## config.mk

```make
export PLATFORM = sky130hd
export DESIGN_NAME = regulator_fault_and_power_good_ctrl
export DESIGN_NICKNAME = d
export VERILOG_FILES = /design/src/regulator_guard_pkg.sv /design/src/regulator_fault_and_power_good_ctrl.sv
export SDC_FILE = /design/constraint.sdc
export NUM_CORES = 1
export LEC_CHECK = 0
export BUFFER_PORTS_ARGS = -buffer_cell sky130_fd_sc_hd__buf_2
export CAP_MARGIN = 20
export CORE_AREA = 2 2 105 107
export CTS_BUF_LIST = sky130_fd_sc_hd__clkbuf_16
export DETAILED_ROUTE_END_ITERATION = 12
export DIE_AREA = 0 0 107 109
export PLACE_DENSITY_LB_ADDON = 0.25
export SYNTH_ARGS = -nofsm -noshare
export SYNTH_HDL_FRONTEND = slang
export SYNTH_SLANG_ARGS = --single-unit
```

## constraint.sdc

```tcl
create_clock -name CLK_I -period 2.3 [get_ports CLK_I]
set_input_delay 0.23 -clock CLK_I [delete_from_list [all_inputs] [get_ports CLK_I]]
set_output_delay 0.23 -clock CLK_I [all_outputs]
set_load 0.01 [all_outputs]
```

## src/regulator_guard_pkg.sv

```systemverilog
package regulator_guard_pkg;

  // ---------------------------------------------------------------
  // register map
  // ---------------------------------------------------------------
  localparam logic [7:0] POLICY_REG_ADDR  = 8'h14;
  localparam logic [7:0] OV_TRIP_REG_ADDR = 8'h17;
  localparam logic [7:0] GOOD_LVL_REG_ADDR = 8'h18;
  localparam logic [7:0] OT_TRIP_REG_ADDR = 8'h19;

  localparam int POLICY_BIT     = 0;
  localparam int SOFT_STOP_BIT  = 2;
  localparam int RAMP_RATE_BIT  = 3;

  localparam logic       POLICY_RESET   = 1'h1;
  localparam logic       SOFT_STOP_RESET = 1'h0;
  localparam logic       RAMP_RATE_RESET = 1'h0;
  localparam logic [1:0] OV_TRIP_RESET  = 2'h3;
  localparam logic [1:0] GOOD_LVL_RESET = 2'h2;
  localparam logic [1:0] OT_TRIP_RESET  = 2'h3;

  // ---------------------------------------------------------------
  // timing
  // ---------------------------------------------------------------
  localparam int CLK_KHZ        = 100000;
  localparam int CLK_PERIOD_NS  = 10;
  localparam int FSW_LOW_KHZ    = 1100;
  localparam int FSW_HIGH_KHZ   = 1400;
  localparam int FSW_LOW_CYC    = (CLK_KHZ + FSW_LOW_KHZ / 2) / FSW_LOW_KHZ;
  localparam int FSW_HIGH_CYC   = (CLK_KHZ + FSW_HIGH_KHZ / 2) / FSW_HIGH_KHZ;
  localparam int OV_DELAY_NS    = 5000;
  localparam int OV_DELAY_CYC   = (OV_DELAY_NS + CLK_PERIOD_NS - 1) / CLK_PERIOD_NS;
  localparam int HICCUP_US      = 100;
  localparam int HICCUP_CYC     = (HICCUP_US * 1000 + CLK_PERIOD_NS - 1) / CLK_PERIOD_NS;

  // ---------------------------------------------------------------
  // types
  // ---------------------------------------------------------------
  typedef struct packed {
    logic enable;
    logic bias_ok;
    logic oc_trip;
    logic ls_zero;
    logic ov_above;
    logic ov_below_hyst;
    logic ot_above;
    logic ot_below_hyst;
    logic good_above;
    logic good_below;
    logic ramp_above_sense;
    logic ramp_near_target;
    logic sense_tiny;
  } sense_t;

  typedef enum logic [2:0] {
    ST_OFF      = 3'h0,
    ST_START    = 3'h1,
    ST_RUN      = 3'h3,
    ST_OC_DRAIN = 3'h2,
    ST_HICCUP   = 3'h6,
    ST_OT_SHUT  = 3'h7,
    ST_OV_LATCH = 3'h5
  } guard_state_t;

  typedef struct packed {
    logic       policy;
    logic       soft_stop;
    logic       ramp_rate;
    logic [1:0] ov_sel;
    logic [1:0] good_sel;
    logic [1:0] ot_sel;
  } cfg_t;

  typedef struct packed {
    sense_t       s1;
    sense_t       s2;
    guard_state_t st;
    cfg_t         cfg;
    logic [15:0]  ov_cnt;
    logic [15:0]  hic_cnt;
    logic [7:0]   sw_cnt;
    logic         first_pulse;
    logic         start_done;
    logic         level_ok;
    logic         ls_released;
    logic         hs_gate;
    logic         ls_gate;
    logic         min_on;
    logic         ramp_clear;
    logic         good;
    logic         sw_tick;
    logic [7:0]   rd_data;
  } guard_reg_t;

endpackage

```

## src/regulator_fault_and_power_good_ctrl.sv

```systemverilog
`timescale 1ns/100ps
module regulator_fault_and_power_good_ctrl
  import regulator_guard_pkg::*;
#(
  parameter bit HIGH_RATE_VARIANT = 1'b0,
  parameter int OV_FILTER_CYCLES  = OV_DELAY_CYC,
  parameter int HICCUP_CYCLES     = HICCUP_CYC
) (
  input  wire logic       CLK_I,
  input  wire logic       NRST_I,
  input  wire logic       EN_I,
  input  wire logic       BIAS_OK_I,
  input  wire logic       OC_TRIP_I,
  input  wire logic       LS_ZERO_I,
  input  wire logic       OV_ABOVE_I,
  input  wire logic       OV_BELOW_HYST_I,
  input  wire logic       OT_ABOVE_I,
  input  wire logic       OT_BELOW_HYST_I,
  input  wire logic       GOOD_ABOVE_I,
  input  wire logic       GOOD_BELOW_I,
  input  wire logic       RAMP_ABOVE_SENSE_I,
  input  wire logic       RAMP_NEAR_TARGET_I,
  input  wire logic       SENSE_TINY_I,
  input  wire logic       HS_REQ_I,
  input  wire logic       LS_REQ_I,
  input  wire logic [7:0] REG_ADDR_I,
  input  wire logic [7:0] REG_WDATA_I,
  input  wire logic       REG_WR_I,
  output logic [7:0]      REG_RDATA_O,
  output logic            HS_GATE_O,
  output logic            LS_GATE_O,
  output logic            MIN_ON_O,
  output logic            RAMP_CLEAR_O,
  output logic            RAMP_RATE_O,
  output logic            SW_TICK_O,
  output logic [1:0]      OVERVOLT_TRIP_SELECT_O,
  output logic [1:0]      OVERTEMP_TRIP_SELECT_O,
  output logic [1:0]      GOOD_LEVEL_SELECT_O,
  output logic            OUTPUT_GOOD_FLAG_O,
  output logic            GOOD_PAD_O,
  output logic            GOOD_PAD_OE_N_O
);

  // ---------------------------------------------------------------
  // parameter checks
  // ---------------------------------------------------------------
  generate
    if (OV_FILTER_CYCLES < 1 || OV_FILTER_CYCLES > 65535) begin : g_bad_ov
      $error("over-voltage filter length out of range");
    end
    if (HICCUP_CYCLES < 1 || HICCUP_CYCLES > 65535) begin : g_bad_hic
      $error("hiccup blanking length out of range");
    end
    if (FSW_LOW_CYC < 2 || FSW_LOW_CYC > 256) begin : g_bad_sw_low
      $error("low-rate switching period does not fit the divider");
    end
    if (FSW_HIGH_CYC < 2 || FSW_HIGH_CYC > 256) begin : g_bad_sw_high
      $error("high-rate switching period does not fit the divider");
    end
  endgenerate

  // ---------------------------------------------------------------
  // counter end points
  // ---------------------------------------------------------------
  localparam logic [15:0] OV_LIMIT  = 16'(OV_FILTER_CYCLES);
  localparam logic [15:0] HIC_LIMIT = 16'(HICCUP_CYCLES - 1);
  localparam logic [7:0]  SW_LIMIT  = HIGH_RATE_VARIANT ? 8'(FSW_HIGH_CYC - 1) : 8'(FSW_LOW_CYC - 1);

  // ---------------------------------------------------------------
  // register read decode
  // ---------------------------------------------------------------
  function automatic logic [7:0] reg_read(input logic [7:0] addr, input cfg_t cfg);
    logic [7:0] v;
    v = 8'h00;
    case (addr)
      POLICY_REG_ADDR: begin
        v[POLICY_BIT]    = cfg.policy;
        v[SOFT_STOP_BIT] = cfg.soft_stop;
        v[RAMP_RATE_BIT] = cfg.ramp_rate;
      end
      OV_TRIP_REG_ADDR:  v[1:0] = cfg.ov_sel;
      GOOD_LVL_REG_ADDR: v[1:0] = cfg.good_sel;
      OT_TRIP_REG_ADDR:  v[1:0] = cfg.ot_sel;
      default:           v = 8'h00;
    endcase
    return v;
  endfunction

  function automatic logic is_active(input guard_state_t s);
    return (s == ST_START) || (s == ST_RUN) || (s == ST_OC_DRAIN) || (s == ST_HICCUP);
  endfunction

  // ---------------------------------------------------------------
  // state
  // ---------------------------------------------------------------
  guard_reg_t r_q;
  guard_reg_t r_d;
  sense_t     pins;
  sense_t     c;
  logic       en_ok;
  logic       ov_fault;
  logic       oc_fault;

  assign pins = '{enable:           EN_I,
                  bias_ok:          BIAS_OK_I,
                  oc_trip:          OC_TRIP_I,
                  ls_zero:          LS_ZERO_I,
                  ov_above:         OV_ABOVE_I,
                  ov_below_hyst:    OV_BELOW_HYST_I,
                  ot_above:         OT_ABOVE_I,
                  ot_below_hyst:    OT_BELOW_HYST_I,
                  good_above:       GOOD_ABOVE_I,
                  good_below:       GOOD_BELOW_I,
                  ramp_above_sense: RAMP_ABOVE_SENSE_I,
                  ramp_near_target: RAMP_NEAR_TARGET_I,
                  sense_tiny:       SENSE_TINY_I};

  assign c = r_q.s2;

  always_comb begin
    r_d = r_q;
    r_d.s1 = pins;
    r_d.s2 = r_q.s1;
    en_ok = c.enable & c.bias_ok;

    // -------------------------------------------------------------
    // register writes
    // -------------------------------------------------------------
    if (REG_WR_I) begin
      case (REG_ADDR_I)
        POLICY_REG_ADDR: begin
          r_d.cfg.policy    = REG_WDATA_I[POLICY_BIT];
          r_d.cfg.soft_stop = REG_WDATA_I[SOFT_STOP_BIT];
          r_d.cfg.ramp_rate = REG_WDATA_I[RAMP_RATE_BIT];
        end
        OV_TRIP_REG_ADDR:  r_d.cfg.ov_sel = REG_WDATA_I[1:0];
        GOOD_LVL_REG_ADDR: r_d.cfg.good_sel = REG_WDATA_I[1:0];
        OT_TRIP_REG_ADDR:  r_d.cfg.ot_sel = REG_WDATA_I[1:0];
        default: ;
      endcase
    end
    r_d.rd_data = reg_read(REG_ADDR_I, r_q.cfg);

    // -------------------------------------------------------------
    // switching rate tick
    // -------------------------------------------------------------
    r_d.sw_tick = 1'b0;
    if (r_q.sw_cnt >= SW_LIMIT) begin
      r_d.sw_cnt  = 8'h00;
      r_d.sw_tick = 1'b1;
    end else begin
      r_d.sw_cnt = r_q.sw_cnt + 8'h01;
    end

    // -------------------------------------------------------------
    // fault detection
    // -------------------------------------------------------------
    ov_fault = 1'b0;
    if (c.ov_above && is_active(r_q.st)) begin
      if (r_q.ov_cnt == OV_LIMIT) begin
        ov_fault = 1'b1;
      end else begin
        r_d.ov_cnt = r_q.ov_cnt + 16'h0001;
      end
    end else begin
      r_d.ov_cnt = 16'h0000;
    end
    oc_fault = c.oc_trip & r_q.ls_gate;

    // -------------------------------------------------------------
    // protection sequencer
    // -------------------------------------------------------------
    r_d.hs_gate = 1'b0;
    r_d.ls_gate = 1'b0;
    case (r_q.st)
      ST_OFF: begin
        if (en_ok) begin
          r_d.st          = ST_START;
          r_d.first_pulse = 1'b0;
          r_d.start_done  = 1'b0;
          r_d.level_ok    = 1'b0;
        end
      end
      ST_START: begin
        if (c.ramp_above_sense) begin
          r_d.st = ST_RUN;
        end
      end
      ST_RUN: begin
        r_d.hs_gate = HS_REQ_I;
        r_d.ls_gate = LS_REQ_I & ~HS_REQ_I;
        if (HS_REQ_I) begin
          r_d.first_pulse = 1'b1;
        end
      end
      ST_OC_DRAIN: begin
        r_d.ls_gate = 1'b1;
        if (c.ls_zero) begin
          r_d.ls_gate = 1'b0;
          r_d.st      = ST_HICCUP;
          r_d.hic_cnt = 16'h0000;
        end
      end
      ST_HICCUP: begin
        if (r_q.hic_cnt >= HIC_LIMIT) begin
          r_d.st = ST_START;
        end else begin
          r_d.hic_cnt = r_q.hic_cnt + 16'h0001;
        end
      end
      ST_OT_SHUT: begin
        if (c.ot_below_hyst) begin
          r_d.st = ST_START;
        end
      end
      ST_OV_LATCH: begin
        if (c.ov_below_hyst) begin
          r_d.ls_released = 1'b1;
        end
        r_d.ls_gate = ~(r_q.ls_released | c.ov_below_hyst);
      end
      default: r_d.st = ST_OFF;
    endcase

    if (is_active(r_q.st)) begin
      if (ov_fault) begin
        r_d.st          = ST_OV_LATCH;
        r_d.ls_released = 1'b0;
        r_d.hs_gate     = 1'b0;
        r_d.ls_gate     = 1'b1;
      end else if (c.ot_above) begin
        r_d.st      = ST_OT_SHUT;
        r_d.hs_gate = 1'b0;
        r_d.ls_gate = 1'b0;
      end else if (oc_fault && (r_q.st == ST_RUN || r_q.st == ST_START)) begin
        r_d.st      = ST_OC_DRAIN;
        r_d.hs_gate = 1'b0;
        r_d.ls_gate = 1'b1;
      end
    end
    if (!en_ok) begin
      r_d.st      = ST_OFF;
      r_d.hs_gate = 1'b0;
      r_d.ls_gate = 1'b0;
    end

    r_d.ramp_clear = (r_d.st != ST_START) && (r_d.st != ST_RUN);
    r_d.min_on = (r_d.st == ST_RUN) && c.sense_tiny;

    // -------------------------------------------------------------
    // output good flag
    // -------------------------------------------------------------
    if (c.good_above) begin
      r_d.level_ok = 1'b1;
    end else if (c.good_below) begin
      r_d.level_ok = 1'b0;
    end
    if (!r_q.cfg.policy && !r_q.start_done && r_q.st == ST_RUN && r_q.first_pulse && c.ramp_near_target) begin
      r_d.start_done = 1'b1;
      r_d.level_ok   = 1'b1;
    end
    r_d.good = en_ok && (r_q.st == ST_RUN) && r_q.first_pulse && r_q.level_ok
               && (r_q.cfg.policy || r_q.start_done) && (r_d.st == ST_RUN);
  end

  always_ff @(posedge CLK_I or negedge NRST_I) begin
    if (!NRST_I) begin
      r_q <= '{s1:          '0,
               s2:          '0,
               st:          ST_OFF,
               cfg:         '{policy:    POLICY_RESET,
                              soft_stop: SOFT_STOP_RESET,
                              ramp_rate: RAMP_RATE_RESET,
                              ov_sel:    OV_TRIP_RESET,
                              good_sel:  GOOD_LVL_RESET,
                              ot_sel:    OT_TRIP_RESET},
               ov_cnt:      16'h0000,
               hic_cnt:     16'h0000,
               sw_cnt:      8'h00,
               first_pulse: 1'b0,
               start_done:  1'b0,
               level_ok:    1'b0,
               ls_released: 1'b0,
               hs_gate:     1'b0,
               ls_gate:     1'b0,
               min_on:      1'b0,
               ramp_clear:  1'b1,
               good:        1'b0,
               sw_tick:     1'b0,
               rd_data:     8'h00};
    end else begin
      r_q <= r_d;
    end
  end

  // ---------------------------------------------------------------
  // outputs
  // ---------------------------------------------------------------
  assign REG_RDATA_O            = r_q.rd_data;
  assign HS_GATE_O              = r_q.hs_gate;
  assign LS_GATE_O              = r_q.ls_gate;
  assign MIN_ON_O               = r_q.min_on;
  assign RAMP_CLEAR_O           = r_q.ramp_clear;
  assign RAMP_RATE_O            = r_q.cfg.ramp_rate;
  assign SW_TICK_O              = r_q.sw_tick;
  assign OVERVOLT_TRIP_SELECT_O = r_q.cfg.ov_sel;
  assign OVERTEMP_TRIP_SELECT_O = r_q.cfg.ot_sel;
  assign GOOD_LEVEL_SELECT_O    = r_q.cfg.good_sel;
  assign OUTPUT_GOOD_FLAG_O     = r_q.good;
  // open drain: pull low unless good
  assign GOOD_PAD_O             = 1'b0;
  assign GOOD_PAD_OE_N_O        = r_q.good;

endmodule

```

---- After elaboration in Yosys (flattened, before gate mapping) ----
Cells that the tools add are included.
cells by class
  add/sub/neg operators ................... 3
  magnitude comparators ................... 2
  equal/unequal tests ..................... 19
  mux-type cells .......................... 40
  bitwise operators ....................... 6
  reduce and logical (&&, ||, !) cells .... 35
operators with widths
  cell                                                                      count
  16-bit two-way mux                                                        4
  3-bit two-way mux                                                         11
  16-bit by 1-bit adder with 16-bit output (second input constant)          2
  8-bit by 5-bit equality test with 1-bit output (second input constant)    4
  16-bit case mux with 2 select lines                                       1
  3-bit case mux with 6 select lines                                        1
  16-bit by 9-bit equality test with 1-bit output (second input constant)   1
  16-bit by 14-bit >= comparator with 1-bit output (second input constant)  1
  2-bit two-way mux                                                         7
  1-bit logical AND                                                         13
  2-bit AND reduction                                                       6
  1-bit two-way mux                                                         11
  2-bit inequality test (second input constant)                             5
  3-bit by 2-bit equality test with 1-bit output (second input constant)    3
  3-bit equality test (second input constant)                               3
  8-bit by 1-bit adder with 8-bit output (second input constant)            1
  8-bit by 7-bit >= comparator with 1-bit output (second input constant)    1
  8-bit two-way mux                                                         1
  2-bit nonzero test                                                        4
  4-bit nonzero test                                                        2
  1-bit case mux with 3 select lines                                        2
  3-bit AND reduction                                                       2
  1-bit logical OR                                                          4
  1-bit case mux with 4 select lines                                        1
  10 further kinds                                                          14
storage, ports and cells
  register bits ........................... 92
  input bits .............................. 34
  output and inout port bits .............. 23
  logic and storage cells ................. 152

---- Depth between registers and ports, before layout ----
  depth in word-level cells ............... 11
  depth in mapped cells ................... 8
  mapped depth without buffers ............ 7

---- Worst setup path before layout ----
No wires, ideal clock.
  path kind ............................... reg-to-reg
  from .................................... register r_q[55] (netlist name)
  to ...................................... register r_q, in the netlist GOOD_PAD_OE_N_O
  library setup time ...................... 0.127 ns
  arrival time ............................ 1.954 ns
  required time ........................... 2.173 ns
  setup slack ............................. 0.219 ns
  cell stages (with the launch flop) ...... 7
  path buffers ............................ 1
  clock period less this slack ............ 2.081 ns
  cell sequence ........................... dfrtp_1 -> or4_1 -> or4_1 -> buf_2 -> or2_4 -> o2111ai_4 -> nor3_2
RTL lines
  element                 RTL line                                    source
  from (decl)             regulator_fault_and_power_good_ctrl.sv:96   guard_reg_t r_q;
  from (signal assigned)  regulator_fault_and_power_good_ctrl.sv:268  r_q <= '{s1: '0,
  from (signal assigned)  regulator_fault_and_power_good_ctrl.sv:292  r_q <= r_d;

==> flow_summary_export.csv <==
group,metric,value,unit
outcome,status,"completed",
setup_path,worstSetupPathType,"reg -> reg",
sta,tns,0,ns
final_layout,n_antenna_cell,0,
sta,fin_hold_ws,0.1017,ns
setup_path,critPathRequiredTime,2.52,ns
sta,worst_pin_slew,0.5372,ns
grt,gr-usage-all-layers,14.56,%
setup_path,worst-r2r-cell-count,5,
synth,seq_area_frac_synth,56.52,%
clocking,ctsHtreeMaxLevel,3,
clocking,cts_tree,"yes",
routing,routed_wl,7.798,mm
placement,dpl_worst_slack,0.1386,ns
synth,muxShareOfSynthArea,2.754,%
floorplanning,initial_core_util,38.57,%
sta,hold_viol_final,0,
routing,drcViolationCount,0,
synth,synth_simple_gate_area_share,20.29,%
final_layout,filler_cell_count,999,
clocking,cts_root_buf,"clkbuf_16",
routing,drtAntennaViolNets,0,
placement,dp_cells,556,
final_layout,syn_to_final_growth,19.46,%
floorplanning,coreArea,10600,um2
sta,max_clock_freq,463.4,MHz
synth,synth-edff-count,0,
synth,synth_top_family_by_area,"simple AND/OR/NAND/NOR gates",
routing,wl_per_cell,13.31,um
grt,grt-ovfl-total,0,
final_layout,fin_cells,586,
synth,synthTopCellsByArea,"dfrtp_1 52%, dfstp_2 4.5%, nor2_1 4.2%",
setup_path,critPathMaxFanout,4,
clocking,ctsLongestPathBuffers,2,
synth,synth-main-ff-cell,"dfrtp_1",
floorplanning,die_w,107,um
synth,synth_compound_gate_area_share,8.874,%
setup_path,crit_path_start_kind,"register",
floorplanning,fp.dieArea,11660,um2
sta,period_minus_slack,2.158,ns
synth,yosysMostFrequentCell,"dfrtp_1",
floorplanning,die_h,109,um
placement,port-buffer-count,47,
grt,grt_pass1_vias,2876,
sta,rsz0062_at_grt,"false",
setup_path,rrSetupSlack,0.14,ns
final_layout,layout-drive-gt1-share,22.87,%
sta,period_share,93.83,%
sta,slew_violations,0,
synth,yosysTopAreaCell,"dfrtp_1",
pwr,power.leakage,2.146,nW
floorplanning,io-pin-count,57,
clocking,clock-sinks,92,
grt,antenna_found_initial,0,
synth,synthAdderAreaFrac,1.530,%
synth,synth.ff_latch_count,92,
routing,routed_via_density,4.997,
floorplanning,placementRows,38,
synth,netlist.area_leader.share,52.02,%
routing,drt_iter0_markers,104,
synth,synth_common_cells,"85 x dfrtp_1, 46 x nor2_1, 27 x nand2_1",
setup_path,r2r_end,"GOOD_PAD_OE_N_O",
clocking,cts-buffers-inserted,9,
setup_path,worst_setup_path_end_kind,"register",
synth,synth_cell_types,57,
routing,dr.pass1.iters,5,
synth,yosysWarnings,0,
setup_path,cp-startpoint,"r_q[55]",
placement,hpwl,5.388,mm
clocking,path_clk_slew,0.07,ns
synth,synth_area,4089,um2
min_path,min_path_type,"in -> reg",
sta,setup_ws,0.1419,ns
sta,fin_worst_skew,0.006718,ns
final_layout,fin_nets,480,
pwr,p_per_area,660.9,nW/um2
setup_path,critical_path.endpoint,"GOOD_PAD_OE_N_O",
synth,syn_inst,377,
routing,via_count,2928,
synth,synthXorXnorAreaFrac,4.712,%
sta,finalSetupViolCount,0,
setup_path,r2r_start,"r_q[55]",
grt,grt_start_max_net_pins,55,
pwr,max-vdd-ir-drop,375.6,uV
setup_path,crit_arrival,2.38,ns
synth,async_flop_share,100.0,%
grt,grt_pass1_wl,13.41,mm
clocking,clkLatencyLatePin,0.34,ns
pwr,totalPowerFinal,0.003228,W
synth,syn_area_per_cell,10.85,um2
sta,relSlewSlack,63.91,%
placement,gp_congestion,0.8011,
job,maxCapViolCount,0,
==> through the flow <==
stage                     cell area [um2]  utilization (%)
after floorplan                      4108                -
after global placement               4466            42.12
after detailed placement             4466            42.12
after CTS                            4873            45.96
after global routing                 4885            46.07
final                                4885            46.07
==> power breakdown <==
| part | internal, W | switching (W) |
|---|---|---|
| Clock | 0.000725 | 0.000621 |
| Sequential | 0.00167 | 0.0000269 |
| Combinational | 0.0000824 | 0.000103 |
| Total | 0.00248 | 0.000751 |
==> worst max-delay path: stages, from the launching register on <==
cell       delay (ns)
dfrtp_1          0.42
or4_1            0.52
or4_1            0.60
or2_4            0.30
o2111ai_4        0.12
nor3_2           0.08
==> worst min-delay path by stage <==
| stage | startpoint | end | slack (ns) | cells after the start |
|---|---|---|---|---|
| 6_report | REG_WDATA_I[3] | RAMP_RATE_O | 0.10 | 2 |
| 5_1_grt | REG_WDATA_I[3] | RAMP_RATE_O | 0.09 | 2 |
| 4_1_cts | REG_WDATA_I[3] | RAMP_RATE_O | 0.1 | 2 |
| 3_5_place_dp | NRST_I | r_q[18] | 0.24 | 1 |
| 3_3_place_gp | NRST_I | r_q[18] | 0.23 | 1 |
| 2_1_floorplan | NRST_I | GOOD_LEVEL_SELECT_O[0] | -0.07 | 0 |
==> layer usage <==
layer / global-route usage (%) / vias to the layer above / part of all wire (%)
met5: 0 / - / 0
met4: 5.566 / 0 / 1.9
met3: 4.603 / 14 / 4.9
met2: 22.61 / 85 / 46
met1: 19.14 / 1407 / 48
li1: - / 1422 / -
==> cell usage in the layout, fill, tap and decap left out, types with 3 or more instances in the layout <==
master,instances
dfrtp_1,85
nor2_1,46
buf_2,46
nand2_1,27
a21oi_1,16
inv_1,15
nand3_1,14
dlygate4sd3_1,14
buf_4,12
o21ai_0,11
xor2_1,11
xnor2_1,11
or3_1,9
nor3_1,9
clkbuf_16,9
nand4_1,8
dfstp_2,7
or4_1,7
mux2_2,7
conb_1,6
ha_1,5
and2_1,3
nand2b_1,3
a22oi_1,3
nor4_1,3
a41oi_1,3
a31oi_1,3
o31ai_1,3
mux2_1,3
clkinv_1,3
clkinvlp_4,3
==> logic make-up after synthesis <==
logic type / after synthesis
compound gates: 53
other cells: 1
flops: 92
buf+inv: 40
xor+xnor: 22
simple gates: 154
fa+ha+maj: 5
mux: 10
==> layout make-up <==
class / instances / area, um2 / share of cell area [%]
clock buffer: 9 / 225.2 / 4.611
tap: 140 / 175.2 / 3.586
clock inverter: 7 / 42.54 / 0.8709
inverter: 15 / 56.30 / 1.153
sequential: 92 / 2311 / 47.31
timing repair buffer: 73 / 480.5 / 9.836
multi-input combinational: 250 / 1594 / 32.63
==> sequential cells by signal, indices dropped and copies added, names as in the netlist, 2 cells and up <==
name	count
GOOD_LEVEL_SELECT_O	2
OVERVOLT_TRIP_SELECT_O	2
OVERTEMP_TRIP_SELECT_O	2
REG_RDATA_O	4
r_q	49
r_d	13
c	13
==> timing repair <==
item,CTS,global route
setup endpoints to repair,0,6
hold buffers,14,0
buffers inserted,0,0
gates resized for setup,0,2
hold endpoints to repair,51,0
Power figures use the tool's default switching activity.
